==> src/shared/cic_pkg.sv <==
// Package of constants and types for the interrupt control unit
package cic_pkg;
	localparam int CIC_MASK_W = 12;
	localparam int CIC_CHANS = 8;
	localparam int CIC_LINES = 64;
	// Mask bit positions
	localparam int CIC_MB_RTC = 8;
	localparam int CIC_MB_EXPDEC = 9;
	localparam int CIC_MB_ARITH = 10;
	localparam int CIC_MB_SRCH = 11;
	localparam logic [11:0] CIC_MASK_RESET = 12'h000;
	// Exponent limits, octal 1777
	localparam logic signed [12:0] CIC_EXP_MAX = 13'sd1023;
	localparam logic signed [12:0] CIC_EXP_MIN = -13'sd1023;
	localparam logic [5:0] CIC_DEC_BAD0 = 6'o15;
	localparam logic [5:0] CIC_DEC_BAD1 = 6'o16;
	localparam logic [5:0] CIC_DEC_BAD2 = 6'o17;
	localparam logic [3:0] CIC_DIGIT_MAX = 4'h9;
	localparam logic [5:0] CIC_TRAP_LO = 6'o55;
	localparam logic [5:0] CIC_TRAP_HI = 6'o70;
	// Vector addresses
	localparam logic [14:0] CIC_PF_SAVE = 15'o00002;
	localparam logic [14:0] CIC_PF_JUMP = 15'o00003;
	localparam logic [14:0] CIC_INT_SAVE = 15'o00004;
	localparam logic [14:0] CIC_INT_JUMP = 15'o00005;
	localparam logic [14:0] CIC_TRAP_SAVE = 15'o00010;
	localparam logic [14:0] CIC_TRAP_JUMP = 15'o00011;
	// Condition codes
	localparam logic [11:0] CIC_CODE_RTC = 12'o0110;
	localparam logic [11:0] CIC_CODE_OVF = 12'o0111;
	localparam logic [11:0] CIC_CODE_DIV = 12'o0112;
	localparam logic [11:0] CIC_CODE_EXP = 12'o0113;
	localparam logic [11:0] CIC_CODE_DEC = 12'o0114;
	localparam logic [11:0] CIC_CODE_SRCH = 12'o0115;
	localparam logic [11:0] CIC_CODE_MAN = 12'o0116;
	localparam logic [11:0] CIC_CODE_NBR = 12'o0117;
	localparam logic [11:0] CIC_CODE_CHAN = 12'o0100;
	// Power timing
	localparam int CIC_CLK_HZ = 25_000_000;
	localparam int CIC_PF_DET_MS = 16;
	localparam int CIC_PF_RUN_MS = 4;
	localparam int CIC_PF_DET_CYC = CIC_CLK_HZ / 1000 * CIC_PF_DET_MS;
	localparam int CIC_PF_RUN_CYC = CIC_CLK_HZ / 1000 * CIC_PF_RUN_MS;
	// Entry kinds written to storage
	typedef enum logic [1:0] {
		CIC_ENT_NONE = 2'b00,
		CIC_ENT_INT = 2'b01,
		CIC_ENT_TRAP = 2'b11,
		CIC_ENT_PF = 2'b10
	} cic_entry_t;
	// Instruction strobes from the sequencer, one-cycle pulses
	typedef struct packed {
		logic enableIrq;
		logic disableIrq;
		logic setMask;
		logic clearMask;
		logic senseIrq;
		logic clearIrq;
		logic clearIo;
		logic copyStatus;
	} cic_instr_t;
	// Internal fault and completion events, one-cycle pulses
	typedef struct packed {
		logic arithOvf;
		logic divide;
		logic floatOp;
		logic decimalOp;
		logic decLoad;
		logic searchDone;
		logic moveDone;
		logic srchEnable;
	} cic_event_t;
	// Entry request to the sequencer
	typedef struct packed {
		cic_entry_t kind;
		logic [14:0] saveAddr;
		logic [14:0] saveData;
		logic [14:0] jumpAddr;
		logic [11:0] code;
	} cic_entry_req_t;
endpackage : cic_pkg

==> src/hw/cic_sync.sv <==
// Three-stage input synchroniser with agreement filter
`timescale 1ns/1ns
module cic_sync
	import cic_pkg::*;
#(
	parameter int W = 1
) (
	// Clock and reset
	input wire logic mclk,
	input wire logic rst_n,
	// Data
	input wire logic [W-1:0] asyncIn,
	output logic [W-1:0] syncOut
);
	logic [W-1:0] stage1;
	logic [W-1:0] stage2;
	logic [W-1:0] stage3;

	// Only stage2 reads stage1; output changes when stages 2 and 3 agree
	always_ff @(posedge mclk or negedge rst_n) begin
		if (!rst_n) begin
			stage1 <= '0;
			stage2 <= '0;
			stage3 <= '0;
			syncOut <= '0;
		end else begin
			stage1 <= asyncIn;
			stage2 <= stage1;
			stage3 <= stage2;
			for (int i = 0; i < W; i++) begin
				if (stage2[i] == stage3[i]) begin
					syncOut[i] <= stage3[i];
				end
			end
		end
	end
endmodule : cic_sync

==> src/hw/cic_fault_check.sv <==
// Arithmetic fault detection for floating and decimal operands
`timescale 1ns/1ns
module cic_fault_check
	import cic_pkg::*;
(
	// Operation context
	input wire logic floatOp,
	input wire logic decimalOp,
	input wire logic decLoad,
	input wire logic signed [12:0] exponent,
	input wire logic [23:0] decOperand,
	input wire logic [5:0] decLoadValue,
	// Results
	output logic expFault,
	output logic decFault,
	output logic [23:0] decFixed
);
	logic [2:0] badChar;

	// Exponent range test
	assign expFault = floatOp &&
		(exponent > CIC_EXP_MAX || exponent < CIC_EXP_MIN);

	// Upper three characters checked; least significant one is exempt
	genvar g;
	generate
		for (g = 1; g < 4; g++) begin : gChar
			logic digitBad;
			assign digitBad = decOperand[g*6 +: 4] > CIC_DIGIT_MAX;
			assign badChar[g-1] = decimalOp &&
				(digitBad || decOperand[g*6+4 +: 2] != 2'b00);
			// Illegal digit replaced by zero
			assign decFixed[g*6 +: 6] = (decimalOp && digitBad) ?
				6'h00 : decOperand[g*6 +: 6];
		end
	endgenerate
	assign decFixed[5:0] = decOperand[5:0];

	assign decFault = (|badChar) || (decLoad &&
		(decLoadValue == CIC_DEC_BAD0 || decLoadValue == CIC_DEC_BAD1 ||
		decLoadValue == CIC_DEC_BAD2));
endmodule : cic_fault_check

==> src/hw/cic_top.sv <==
// Interrupt control unit: latches, mask, enable, priority, entry
`timescale 1ns/1ns
module cic_top
	import cic_pkg::*;
#(
	parameter int PF_DET_CYC = CIC_PF_DET_CYC,
	parameter int PF_RUN_CYC = CIC_PF_RUN_CYC,
	parameter logic [7:0] CHAN_PRESENT = 8'hFF
) (
	// Clock and reset
	input wire logic mclk,
	input wire logic rst_n,
	// Instruction strobes and operand
	input wire cic_instr_t instr,
	input wire logic [11:0] maskOperand,
	input wire logic fetchEnd,
	input wire logic [14:0] progAddr,
	input wire logic [5:0] opcode,
	input wire logic [7:0] optionPresent,
	// Internal events and fault operands
	input wire cic_event_t events,
	input wire logic signed [12:0] exponent,
	input wire logic [23:0] decOperand,
	input wire logic [5:0] decLoadValue,
	// Real-time clock
	input wire logic [23:0] rtcValue,
	input wire logic [23:0] rtcTarget,
	// Channels and equipment
	input wire logic [7:0] chanEvent,
	input wire logic [7:0] chanIrqArm,
	input wire logic [63:0] equipIrq,
	input wire logic [7:0] selectClear,
	input wire logic externalClear,
	input wire logic internalClear,
	// Console, neighbour and power, asynchronous pins
	input wire logic manualSwitch,
	input wire logic neighbourIrq,
	input wire logic powerOk,
	// Outputs to sequencer
	output cic_entry_req_t entryReq,
	output logic entryValid,
	output logic [11:0] maskCopy,
	output logic [11:0] senseResult,
	output logic [23:0] decFixedOut,
	output logic irqEnabled,
	output logic powerDown
);
	logic [11:0] maskBits;
	logic [7:0] chanLatch;
	logic [63:0] equipLatch;
	logic ovfLatch, divLatch, expLatch, decLatch, srchLatch, rtcLatch;
	logic manLatch, nbrLatch;
	logic enablePending;
	logic expFault, decFault;
	logic [23:0] decFixed;
	logic manSync, nbrSync, pwrSync;
	logic manPrev, nbrPrev;
	logic [24:0] pfCount;
	logic pfActive, pfTaken;
	logic [23:0] rtcPrev;
	logic trapHit;
	logic [7:0] chanActive;
	logic [63:0] equipActive;
	logic [7:0] chanGate;
	logic [11:0] senseSel;
	logic nextValid;
	cic_entry_req_t nextReq;
	logic [5:0] equipIdx;
	logic [2:0] chanIdx;
	logic equipAny, chanAny;
	logic takeInt, takeTrap, takePf;

	cic_sync #(.W(3)) uSync (
		.mclk(mclk),
		.rst_n(rst_n),
		.asyncIn({manualSwitch, neighbourIrq, powerOk}),
		.syncOut({manSync, nbrSync, pwrSync})
	);

	cic_fault_check uFault (
		.floatOp(events.floatOp),
		.decimalOp(events.decimalOp),
		.decLoad(events.decLoad),
		.exponent(exponent),
		.decOperand(decOperand),
		.decLoadValue(decLoadValue),
		.expFault(expFault),
		.decFault(decFault),
		.decFixed(decFixed)
	);

	// Sense and clear selection use the mask-format operand
	assign senseSel = instr.senseIrq ? maskOperand : 12'h000;
	// Channel gate: mask bit per channel, absent channels can never pass
	assign chanGate = maskBits[7:0] & CHAN_PRESENT;
	assign chanActive = chanLatch & chanGate;
	// Equipment line index = line*8 + channel
	generate
		for (genvar c = 0; c < CIC_CHANS; c++) begin : gEq
			for (genvar l = 0; l < 8; l++) begin : gLn
				assign equipActive[l*8+c] = equipLatch[l*8+c] && chanGate[c];
			end
		end
	endgenerate

	// Lowest set index wins inside each group
	always_comb begin
		equipIdx = 6'd0;
		equipAny = 1'b0;
		chanIdx = 3'd0;
		chanAny = 1'b0;
		for (int i = CIC_LINES - 1; i >= 0; i--) begin
			if (equipActive[i]) begin
				equipIdx = 6'(i);
				equipAny = 1'b1;
			end
		end
		for (int i = CIC_CHANS - 1; i >= 0; i--) begin
			if (chanActive[i]) begin
				chanIdx = 3'(i);
				chanAny = 1'b1;
			end
		end
	end

	assign trapHit = opcode >= CIC_TRAP_LO && opcode <= CIC_TRAP_HI &&
		!optionPresent[3'(opcode - CIC_TRAP_LO)];

	// Priority scan, restarted from the top at each fetch test
	always_comb begin
		nextValid = 1'b0;
		nextReq = '0;
		nextReq.kind = CIC_ENT_INT;
		nextReq.saveAddr = CIC_INT_SAVE;
		nextReq.saveData = progAddr;
		nextReq.jumpAddr = CIC_INT_JUMP;
		if (pfActive && !pfTaken) begin
			nextValid = 1'b1;
			nextReq.kind = CIC_ENT_PF;
			nextReq.saveAddr = CIC_PF_SAVE;
			nextReq.jumpAddr = CIC_PF_JUMP;
		end else if (irqEnabled) begin
			nextValid = 1'b1;
			if ((ovfLatch || divLatch) && maskBits[CIC_MB_ARITH]) begin
				nextReq.code = ovfLatch ? CIC_CODE_OVF : CIC_CODE_DIV;
			end else if ((expLatch || decLatch) && maskBits[CIC_MB_EXPDEC]) begin
				nextReq.code = expLatch ? CIC_CODE_EXP : CIC_CODE_DEC;
			end else if (equipAny) begin
				nextReq.code = {6'h00, equipIdx};
			end else if (chanAny) begin
				nextReq.code = CIC_CODE_CHAN | {9'h000, chanIdx};
			end else if (srchLatch && maskBits[CIC_MB_SRCH]) begin
				nextReq.code = CIC_CODE_SRCH;
			end else if (rtcLatch && maskBits[CIC_MB_RTC]) begin
				nextReq.code = CIC_CODE_RTC;
			end else if (manLatch) begin
				nextReq.code = CIC_CODE_MAN;
			end else if (nbrLatch) begin
				nextReq.code = CIC_CODE_NBR;
			end else begin
				nextValid = 1'b0;
			end
		end
		// A trap runs only when no normal interrupt is taken
		if (!nextValid && trapHit) begin
			nextValid = 1'b1;
			nextReq.kind = CIC_ENT_TRAP;
			nextReq.saveAddr = CIC_TRAP_SAVE;
			nextReq.saveData = progAddr + 15'h0001;
			nextReq.jumpAddr = CIC_TRAP_JUMP;
			nextReq.code = {6'h00, opcode};
		end
	end

	assign takePf = fetchEnd && nextValid && nextReq.kind == CIC_ENT_PF;
	assign takeInt = fetchEnd && nextValid && nextReq.kind == CIC_ENT_INT;
	assign takeTrap = fetchEnd && nextValid && nextReq.kind == CIC_ENT_TRAP;

	// Entry request, registered and presented in the cycle after fetch end only
	always_ff @(posedge mclk or negedge rst_n) begin
		if (!rst_n) begin
			entryReq <= '0;
			entryValid <= 1'b0;
		end else begin
			entryValid <= fetchEnd && nextValid;
			entryReq <= nextReq;
		end
	end

	// Mask register: selective set and clear, absent channels stay zero
	always_ff @(posedge mclk or negedge rst_n) begin
		if (!rst_n) begin
			maskBits <= CIC_MASK_RESET;
		end else if (instr.setMask) begin
			maskBits <= (maskBits | maskOperand) &
				{4'hF, CHAN_PRESENT};
		end else if (instr.clearMask) begin
			maskBits <= maskBits & ~maskOperand;
		end
	end

	// Copy instructions return the mask for the accumulator's upper bits
	always_ff @(posedge mclk or negedge rst_n) begin
		if (!rst_n) begin
			maskCopy <= 12'h000;
		end else if (instr.copyStatus) begin
			maskCopy <= maskBits;
		end
	end

	// Global enable; enable is delayed by one further instruction fetch
	always_ff @(posedge mclk or negedge rst_n) begin
		if (!rst_n) begin
			irqEnabled <= 1'b0;
			enablePending <= 1'b0;
		end else if (takePf || takeInt || takeTrap || instr.disableIrq) begin
			irqEnabled <= 1'b0;
			enablePending <= 1'b0;
		end else if (instr.enableIrq) begin
			enablePending <= 1'b1;
		end else if (enablePending && fetchEnd) begin
			irqEnabled <= 1'b1;
			enablePending <= 1'b0;
		end
	end

	// Internal condition latches; a new event beats a same-cycle clear
	always_ff @(posedge mclk or negedge rst_n) begin
		if (!rst_n) begin
			ovfLatch <= 1'b0;
			divLatch <= 1'b0;
			expLatch <= 1'b0;
			decLatch <= 1'b0;
			srchLatch <= 1'b0;
			rtcLatch <= 1'b0;
			rtcPrev <= 24'h0000_00;
		end else begin
			rtcPrev <= rtcValue;
			ovfLatch <= events.arithOvf || (ovfLatch && !internalClear &&
				!(takeInt && nextReq.code == CIC_CODE_OVF) &&
				!senseSel[CIC_MB_ARITH] &&
				!(instr.clearIrq && maskOperand[CIC_MB_ARITH]));
			divLatch <= events.divide || (divLatch && !internalClear &&
				!(takeInt && nextReq.code == CIC_CODE_DIV) &&
				!senseSel[CIC_MB_ARITH] &&
				!(instr.clearIrq && maskOperand[CIC_MB_ARITH]));
			expLatch <= expFault || (expLatch && !internalClear &&
				!(takeInt && nextReq.code == CIC_CODE_EXP) &&
				!senseSel[CIC_MB_EXPDEC] &&
				!(instr.clearIrq && maskOperand[CIC_MB_EXPDEC]));
			decLatch <= decFault || (decLatch && !internalClear &&
				!(takeInt && nextReq.code == CIC_CODE_DEC) &&
				!senseSel[CIC_MB_EXPDEC] &&
				!(instr.clearIrq && maskOperand[CIC_MB_EXPDEC]));
			srchLatch <= (events.srchEnable &&
				(events.searchDone || events.moveDone)) || (srchLatch &&
				!internalClear && !(takeInt && nextReq.code == CIC_CODE_SRCH) &&
				!senseSel[CIC_MB_SRCH] &&
				!(instr.clearIrq && maskOperand[CIC_MB_SRCH]));
			// Edge on equality so a held match does not refire after a clear
			rtcLatch <= (rtcValue == rtcTarget && rtcPrev != rtcTarget) ||
				(rtcLatch && !internalClear &&
				!(takeInt && nextReq.code == CIC_CODE_RTC) &&
				!senseSel[CIC_MB_RTC] &&
				!(instr.clearIrq && maskOperand[CIC_MB_RTC]));
		end
	end

	// Channel interrupts: cleared only by interrupt clear or I/O clear
	always_ff @(posedge mclk or negedge rst_n) begin
		if (!rst_n) begin
			chanLatch <= 8'h00;
		end else begin
			chanLatch <= (chanEvent & chanIrqArm) | (chanLatch &
				~(instr.clearIrq ? maskOperand[7:0] : 8'h00) &
				~{8{instr.clearIo}});
		end
	end

	// Equipment lines follow the controller; held until it cancels or an I/O clear
	always_ff @(posedge mclk or negedge rst_n) begin
		if (!rst_n) begin
			equipLatch <= 64'h0000_0000_0000_0000;
		end else begin
			for (int i = 0; i < CIC_LINES; i++) begin
				equipLatch[i] <= equipIrq[i] || (equipLatch[i] &&
					!externalClear && !instr.clearIo &&
					!selectClear[i % 8]);
			end
		end
	end

	// Manual and neighbour: rising edges latched, cleared on recognition
	always_ff @(posedge mclk or negedge rst_n) begin
		if (!rst_n) begin
			manPrev <= 1'b0;
			nbrPrev <= 1'b0;
			manLatch <= 1'b0;
			nbrLatch <= 1'b0;
		end else begin
			manPrev <= manSync;
			nbrPrev <= nbrSync;
			manLatch <= (manSync && !manPrev) || (manLatch &&
				!(takeInt && nextReq.code == CIC_CODE_MAN));
			nbrLatch <= (nbrSync && !nbrPrev) || (nbrLatch &&
				!(takeInt && nextReq.code == CIC_CODE_NBR));
		end
	end

	// Sense result ignores the mask; absent channels read active
	always_ff @(posedge mclk or negedge rst_n) begin
		if (!rst_n) begin
			senseResult <= 12'h000;
		end else if (instr.senseIrq) begin
			senseResult <= {srchLatch, ovfLatch || divLatch,
				expLatch || decLatch, rtcLatch,
				chanLatch | ~CHAN_PRESENT};
		end
	end

	// Decimal operand with illegal digits replaced
	always_ff @(posedge mclk or negedge rst_n) begin
		if (!rst_n) begin
			decFixedOut <= 24'h0000_00;
		end else begin
			decFixedOut <= decFixed;
		end
	end

	// Power failure: detection window, then routine window before halt
	always_ff @(posedge mclk or negedge rst_n) begin
		if (!rst_n) begin
			pfCount <= 25'h000_0000;
			pfActive <= 1'b0;
			pfTaken <= 1'b0;
			powerDown <= 1'b0;
		end else if (pwrSync && !pfActive) begin
			pfCount <= 25'h000_0000;
		end else if (!pfActive) begin
			pfCount <= pfCount + 25'h000_0001;
			if (pfCount == 25'(PF_DET_CYC - 1)) begin
				pfActive <= 1'b1;
				pfCount <= 25'h000_0000;
			end
		end else begin
			if (takePf) begin
				pfTaken <= 1'b1;
			end
			if (pfCount != 25'(PF_RUN_CYC - 1)) begin
				pfCount <= pfCount + 25'h000_0001;
			end else begin
				powerDown <= 1'b1;
			end
		end
	end
endmodule : cic_top

==> config.mk <==
export PLATFORM = sky130hd
export DESIGN_NAME = cic_top
export DESIGN_NICKNAME = d
export VERILOG_FILES = /design/src/shared/cic_pkg.sv /design/src/hw/cic_sync.sv /design/src/hw/cic_fault_check.sv /design/src/hw/cic_top.sv
export SDC_FILE = /design/constraint.sdc
export NUM_CORES = 1
export LEC_CHECK = 0
export BUFFER_PORTS_ARGS = -buffer_cell sky130_fd_sc_hd__clkbuf_2
export CAP_MARGIN = 20
export CORE_MARGIN = 10
export CORE_UTILIZATION = 50
export DETAILED_ROUTE_END_ITERATION = 10
export GPL_TIMING_DRIVEN = 0
export HOLD_SLACK_MARGIN = 0.02
export MAX_ROUTING_LAYER = met4
export PLACE_DENSITY_LB_ADDON = 0.12
export SLEW_MARGIN = 20
export SYNTH_ARGS = -nofsm -noshare
export SYNTH_HDL_FRONTEND = slang
export SYNTH_HIERARCHICAL = 1
export SYNTH_SLANG_ARGS = --single-unit
export TNS_END_PERCENT = 50
==> constraint.sdc <==
create_clock -name mclk -period 4 [get_ports mclk]
set_input_delay 0.8 -clock mclk [delete_from_list [all_inputs] [get_ports mclk]]
set_output_delay 0.8 -clock mclk [all_outputs]
set_load 0.005 [all_outputs]
Yosys cells after proc, flatten, opt, wreduce, memory -nomap -nowiden. Cells that the tools add are included. W data, S select, Z words.

Register bits after elaboration: 268. Input bits: 244. Output and inout port bits: 110. Word-level logic and storage cells: 720.

Add/sub/neg operators: 3. $lt $le $gt $ge: 8. Equality and inequality tests: 23. Mux-type cells: 191. Bitwise logic cells: 12. Reduce and logical (&&, ||, !) cells: 448.

Operators by type and width (number): $mux W6 (67); $logic_and A1 B1 Y1 (320); $mux W25 (4); $eq A12 B7 Y1 const B (8); $mux W1 (92); $logic_or A1 B1 Y1 (85); $mux W7 (10); $mux W59 (1); $mux W12 (3); $logic_not A1 Y1 (33); $and A8 B8 Y8 (4); $mux W3 (10); $add A25 B1 Y25 const B (1); $eq A25 B19 Y1 const B (1); $ne A25 B17 Y1 const B (1); $eq A24 B24 Y1 (1); $ne A24 B24 Y1 (1); $eq A6 B4 Y1 const B (3); $mux W17 (1); $not A8 Y8 (2); $add A15 B1 Y15 const B (1); $gt A13 B11 Y1 const B (1); $lt A13 B11 Y1 const B (1); $and A12 B12 Y12 (1); 22 further kinds (33).

Longest topological paths before layout.
Depth after elaboration: 81. Mapped depth: 11.

Hierarchy. Netlist, hierarchy kept.

Modules (own cells, without submodules): cic_top (instances 1, cells an instance 942, area each 10450.0 µm², sequential area each 5630.4 µm²); cic_sync (instances 1, cells an instance 15, area each 334.1 µm², sequential area each 300.3 µm²); cic_fault_check (instances 1, cells an instance 43, area each 291.5 µm², sequential area each 0.0 µm²).

Least setup slack after synthesis. Ideal clock, no wire load.

Path type: register -> register. Start: register equipLatch[43]. End: register manLatch. Data arrival time: 2.594 ns. Data required time: 3.852 ns. Slack: 1.258 ns. Stages on the path, launching flop included: 9. Buffers on the path: 0. Path through: dfrtp_1 a22o_1 or4_4 nor4b_4 a311o_1 a21oi_1 a311oi_2 nor2b_1 a41oi_1.

Cells in the longest elaborated chain, start to end: 59.

RTL lines: from (decl) (line cic_top.sv:50) `logic [63:0] equipLatch;`; from (signal, indexed assignment) (line cic_top.sv:286) `equipLatch[i] <= equipIrq[i] || (equipLatch[i] &&`; $logic_and A1 B1 Y1 (*) (line cic_top.sv:101) `assign equipActive[l*8+c] = equipLatch[l*8+c] && chanGate[c];`; parallel branches: the longest is 54 deep, another holds $mux W1; $logic_and A1 B1 Y1 (*) (line cic_top.sv:304) `!(takeInt && nextReq.code == CIC_CODE_MAN));`; $logic_not A1 Y1 (*) (line cic_top.sv:304); $logic_and A1 B1 Y1 (*) (line cic_top.sv:303) `manLatch <= (manSync && !manPrev) || (manLatch &&`; $logic_or A1 B1 Y1 (*) (line cic_top.sv:303); to (signal assigned) (line cic_top.sv:303); to (decl) (line cic_top.sv:52) `logic manLatch, nbrLatch;`.

Every way passes the cells marked *. A chain may end at the register's enable or synchronous reset.

==> flow_summary.toml <==
[drt]
antenna_left = 0
routed-wl-met3_um = 2947
routed_wl_um = 34630
wire_per_inst_um = 20.68
highest_layer = "met4"
drt_iter0_drc = 909
route.met2.wl_um = 17240
via_per_inst = 5.549
wl_met1_um = 13630
drcViolationCount = 0
dr_total_vias = 9295
drtPass1Iterations = 7

[worst_setup_path]
max_stage_delay_ns = 0.74
worstSetupStartpointType = "flip-flop"
cp-end-kind = "flip-flop"
cp_max_fo = 10
critical_path_arrival_ns = 3.98
path_class = "flip-flop to flip-flop"
cp_slowest_cell = "a311oi_2"
path_cells = "clkbuf_1 > buf_2 > a22oi_1 > nand4_1 > nor4_2 > a311o_1 > a21oi_1 > a311oi_2 > nor2b_1 > a41oi_1"
cp.required_ns = 4.40

[synthesis]
synthTopCellsByArea = "dfrtp_1 (54%), a21o_1 (4.9%), xor2_1 (4.0%)"
synth_top_area_cell = "dfrtp_1"
synth_top_area_share_pct = 53.55
syn_inst = 1000
async_flop_share_pct = 100.0
yosysUniqueCellTypes = 77
synth_area_per_cell_um2 = 11.08
yosysWarningCount = 6
ys_seq_elements = 237
synth-edff-count = 0
synthTopCellsByCount = "dfrtp_1 (237), nand2_1 (95), a21o_1 (73), nor2_1 (55), xor2_1 (51)"
syn-cell-area_um2 = 11080
yosys_most_used_dff = "dfrtp_1"
seq_area_frac_synth_pct = 53.55
synth.most_common_cell = "dfrtp_1"

[clock_network]
h-tree-depth = 1
hold_buffers = 0
clkSinkCount = 237
cts_made_buffers = 26
clk-insertion-delay-late_ns = 0.55
postCtsSetupRepairBufs = 0
clk_path_buf_depth = 3
cts-root-buf = "clkbuf_16"
cts_tree = "done"
path_clk_slew_ns = 0.06
cts.repair.resized = 0

[power]
p_leak_uw = 0.007002
powerDensity_nw_per_um2 = 431.5
p_total_uw = 6075
peakVddDrop_uv = 338.0

[place]
gp_congestion = 0.9624
place_hpwl_um = 27230
numPortBuffers = 317
dp_slack_ns = 0.5136

[layout]
multi_input_area_um2 = 4776
area.sequential_um2 = 5931
area_growth_pct = 27.14
drive_gt1_share_pct = 32.50
fin_nets = 1623
fillers = 1791

[global_routing]
antenna_found_initial = 1
grt_max_degree = 91
grt_pass1_vias = 9631
grt-ovfl-total = 0
grt_pass1_wl_um = 53010
gr-usage-all-layers_pct = 23.97

[floorplan]
die_w_um = 168.8
num_rows = 54
die_y_um = 168.8
initial_core_util_pct = 50.75
fp.dieArea_um2 = 28500
core_um2 = 21820
ios = 354

[timing]
fin_worst_skew_ns = 0.01150
layout_setup_ws_ns = 0.4202
setup_viol_count_final = 0
grt_setup_unrepaired = "no"
timing_hold_violations_final = 0
fmax_mhz = 279.3
post-route-period-util_pct = 89.50
slew_violations = 0
tightestPinTransition_ns = 0.8202
timing.slew.headroom_pct = 45.32
timing.final.crit_period_ns = 3.580

[run_status]
status = "complete, no violations"

[run]
drv_cap = 0

[min_path]
min_path_type = "input port to asynchronous set/reset pin"
[stage by stage]
step           area, um2  TNS, ns  hold WS [ns]  std cells  util (%)
3_3_place_gp       13110  -622.63        0.3336       1624     60.09
4_1_cts            14080        0        0.2374       1674     64.51
6_report           14080        0        0.2178       1675     64.52
3_5_place_dp       13180        0        0.3347       1626     60.38
2_1_floorplan      11180        0        0.3312       1027         -
5_1_grt            14080        0        0.2598       1675     64.52
[sequential cells by signal (all words and copies together), names as in the netlist, 3 cells and up, named ones only]
name,cells
chanLatch,8
decFixedOut,24
entryReq,28
equipLatch,64
maskCopy,12
pfCount,25
rtcPrev,24
senseResult,12
uSync/stage1,3
uSync/stage2,3
uSync/stage3,3
uSync/syncOut,3
[final timing paths]
kind                                              end  slack (ns)                       from  cells past startpoint
max                                manLatch$_DFF_PN0_        0.42                  flip-flop                     10
min                            entryReq[36]$_DFF_PN0_        0.22                      rst_n                      1
max reg2reg                        manLatch$_DFF_PN0_        0.42                  flip-flop                     10
min reg2reg                 uSync/stage2[2]$_DFF_PN0_        0.35  uSync/stage1[2]$_DFF_PN0_                      0
max in group asynchronous  asynchronous set/reset pin        2.54                      rst_n                      3
min in group mclk           uSync/stage2[2]$_DFF_PN0_        0.35  uSync/stage1[2]$_DFF_PN0_                      0
[metal layers]
layer	GRT usage [%]	vias up
met1	28.89	4507
met4	5.905	0
met5	-	-
met3	5.674	50
met2	39.90	401
li1	-	4337
[area by class of cell]
type | count | area share, %
diodes | 1 | 0.01777
plain buffers | 65 | 2.755
clock buffers | 34 | 5.118
clock inverters | 14 | 1.280
inverters | 22 | 0.5865
multi-input cells | 703 | 33.92
flip-flops and latches | 237 | 42.12
well taps | 280 | 2.488
repair buffers | 319 | 11.72
[cells in the final DEF (no fill, tap or decap), drive strengths merged, types with 13 or more instances in the layout]
cell	count
a21oi	26
nand2	96
a32o	13
nor3	15
nor2	56
a22oi	32
buf	48
nand4	26
clkbuf	370
conb	29
a21o	73
o21ai	17
a22o	22
xnor2	33
dfrtp	237
and2	24
inv	22
xor2	51
nor4	17
mux2	23
nand3	16
[critical path: cells and delay by family (launching register included)]
family                 cells  cell delay [ns]
and+or+nand+nor            3             0.95
AOI/OAI and AO/OA          5             1.52
DFF                        1             0.37
buffers and inverters      2             0.58
[power breakdown]
group          switching (uW)  internal [uW]  total, uW
sequential                130           2560       2680
combinational             509            407        916
clock                    1000           1470       2470
[cell families (layout without fill, tap and decap cells)]
kind of cell | after synthesis | in the layout | synth area share (%)
XOR/XNOR | 84 | 84 | 6.643
AO/OA/AOI/OAI | 256 | 256 | 17.79
flip-flops | 237 | 237 | 53.55
multiplexers | 27 | 27 | 2.926
adder cells (fa/ha/maj) | 8 | 8 | 0.8698
buffers and inverters | 87 | 454 | 4.248
AND/OR/NAND/NOR | 299 | 299 | 13.91
other | 2 | 30 | 0.06781
Power figures use the tool's default switching activity.
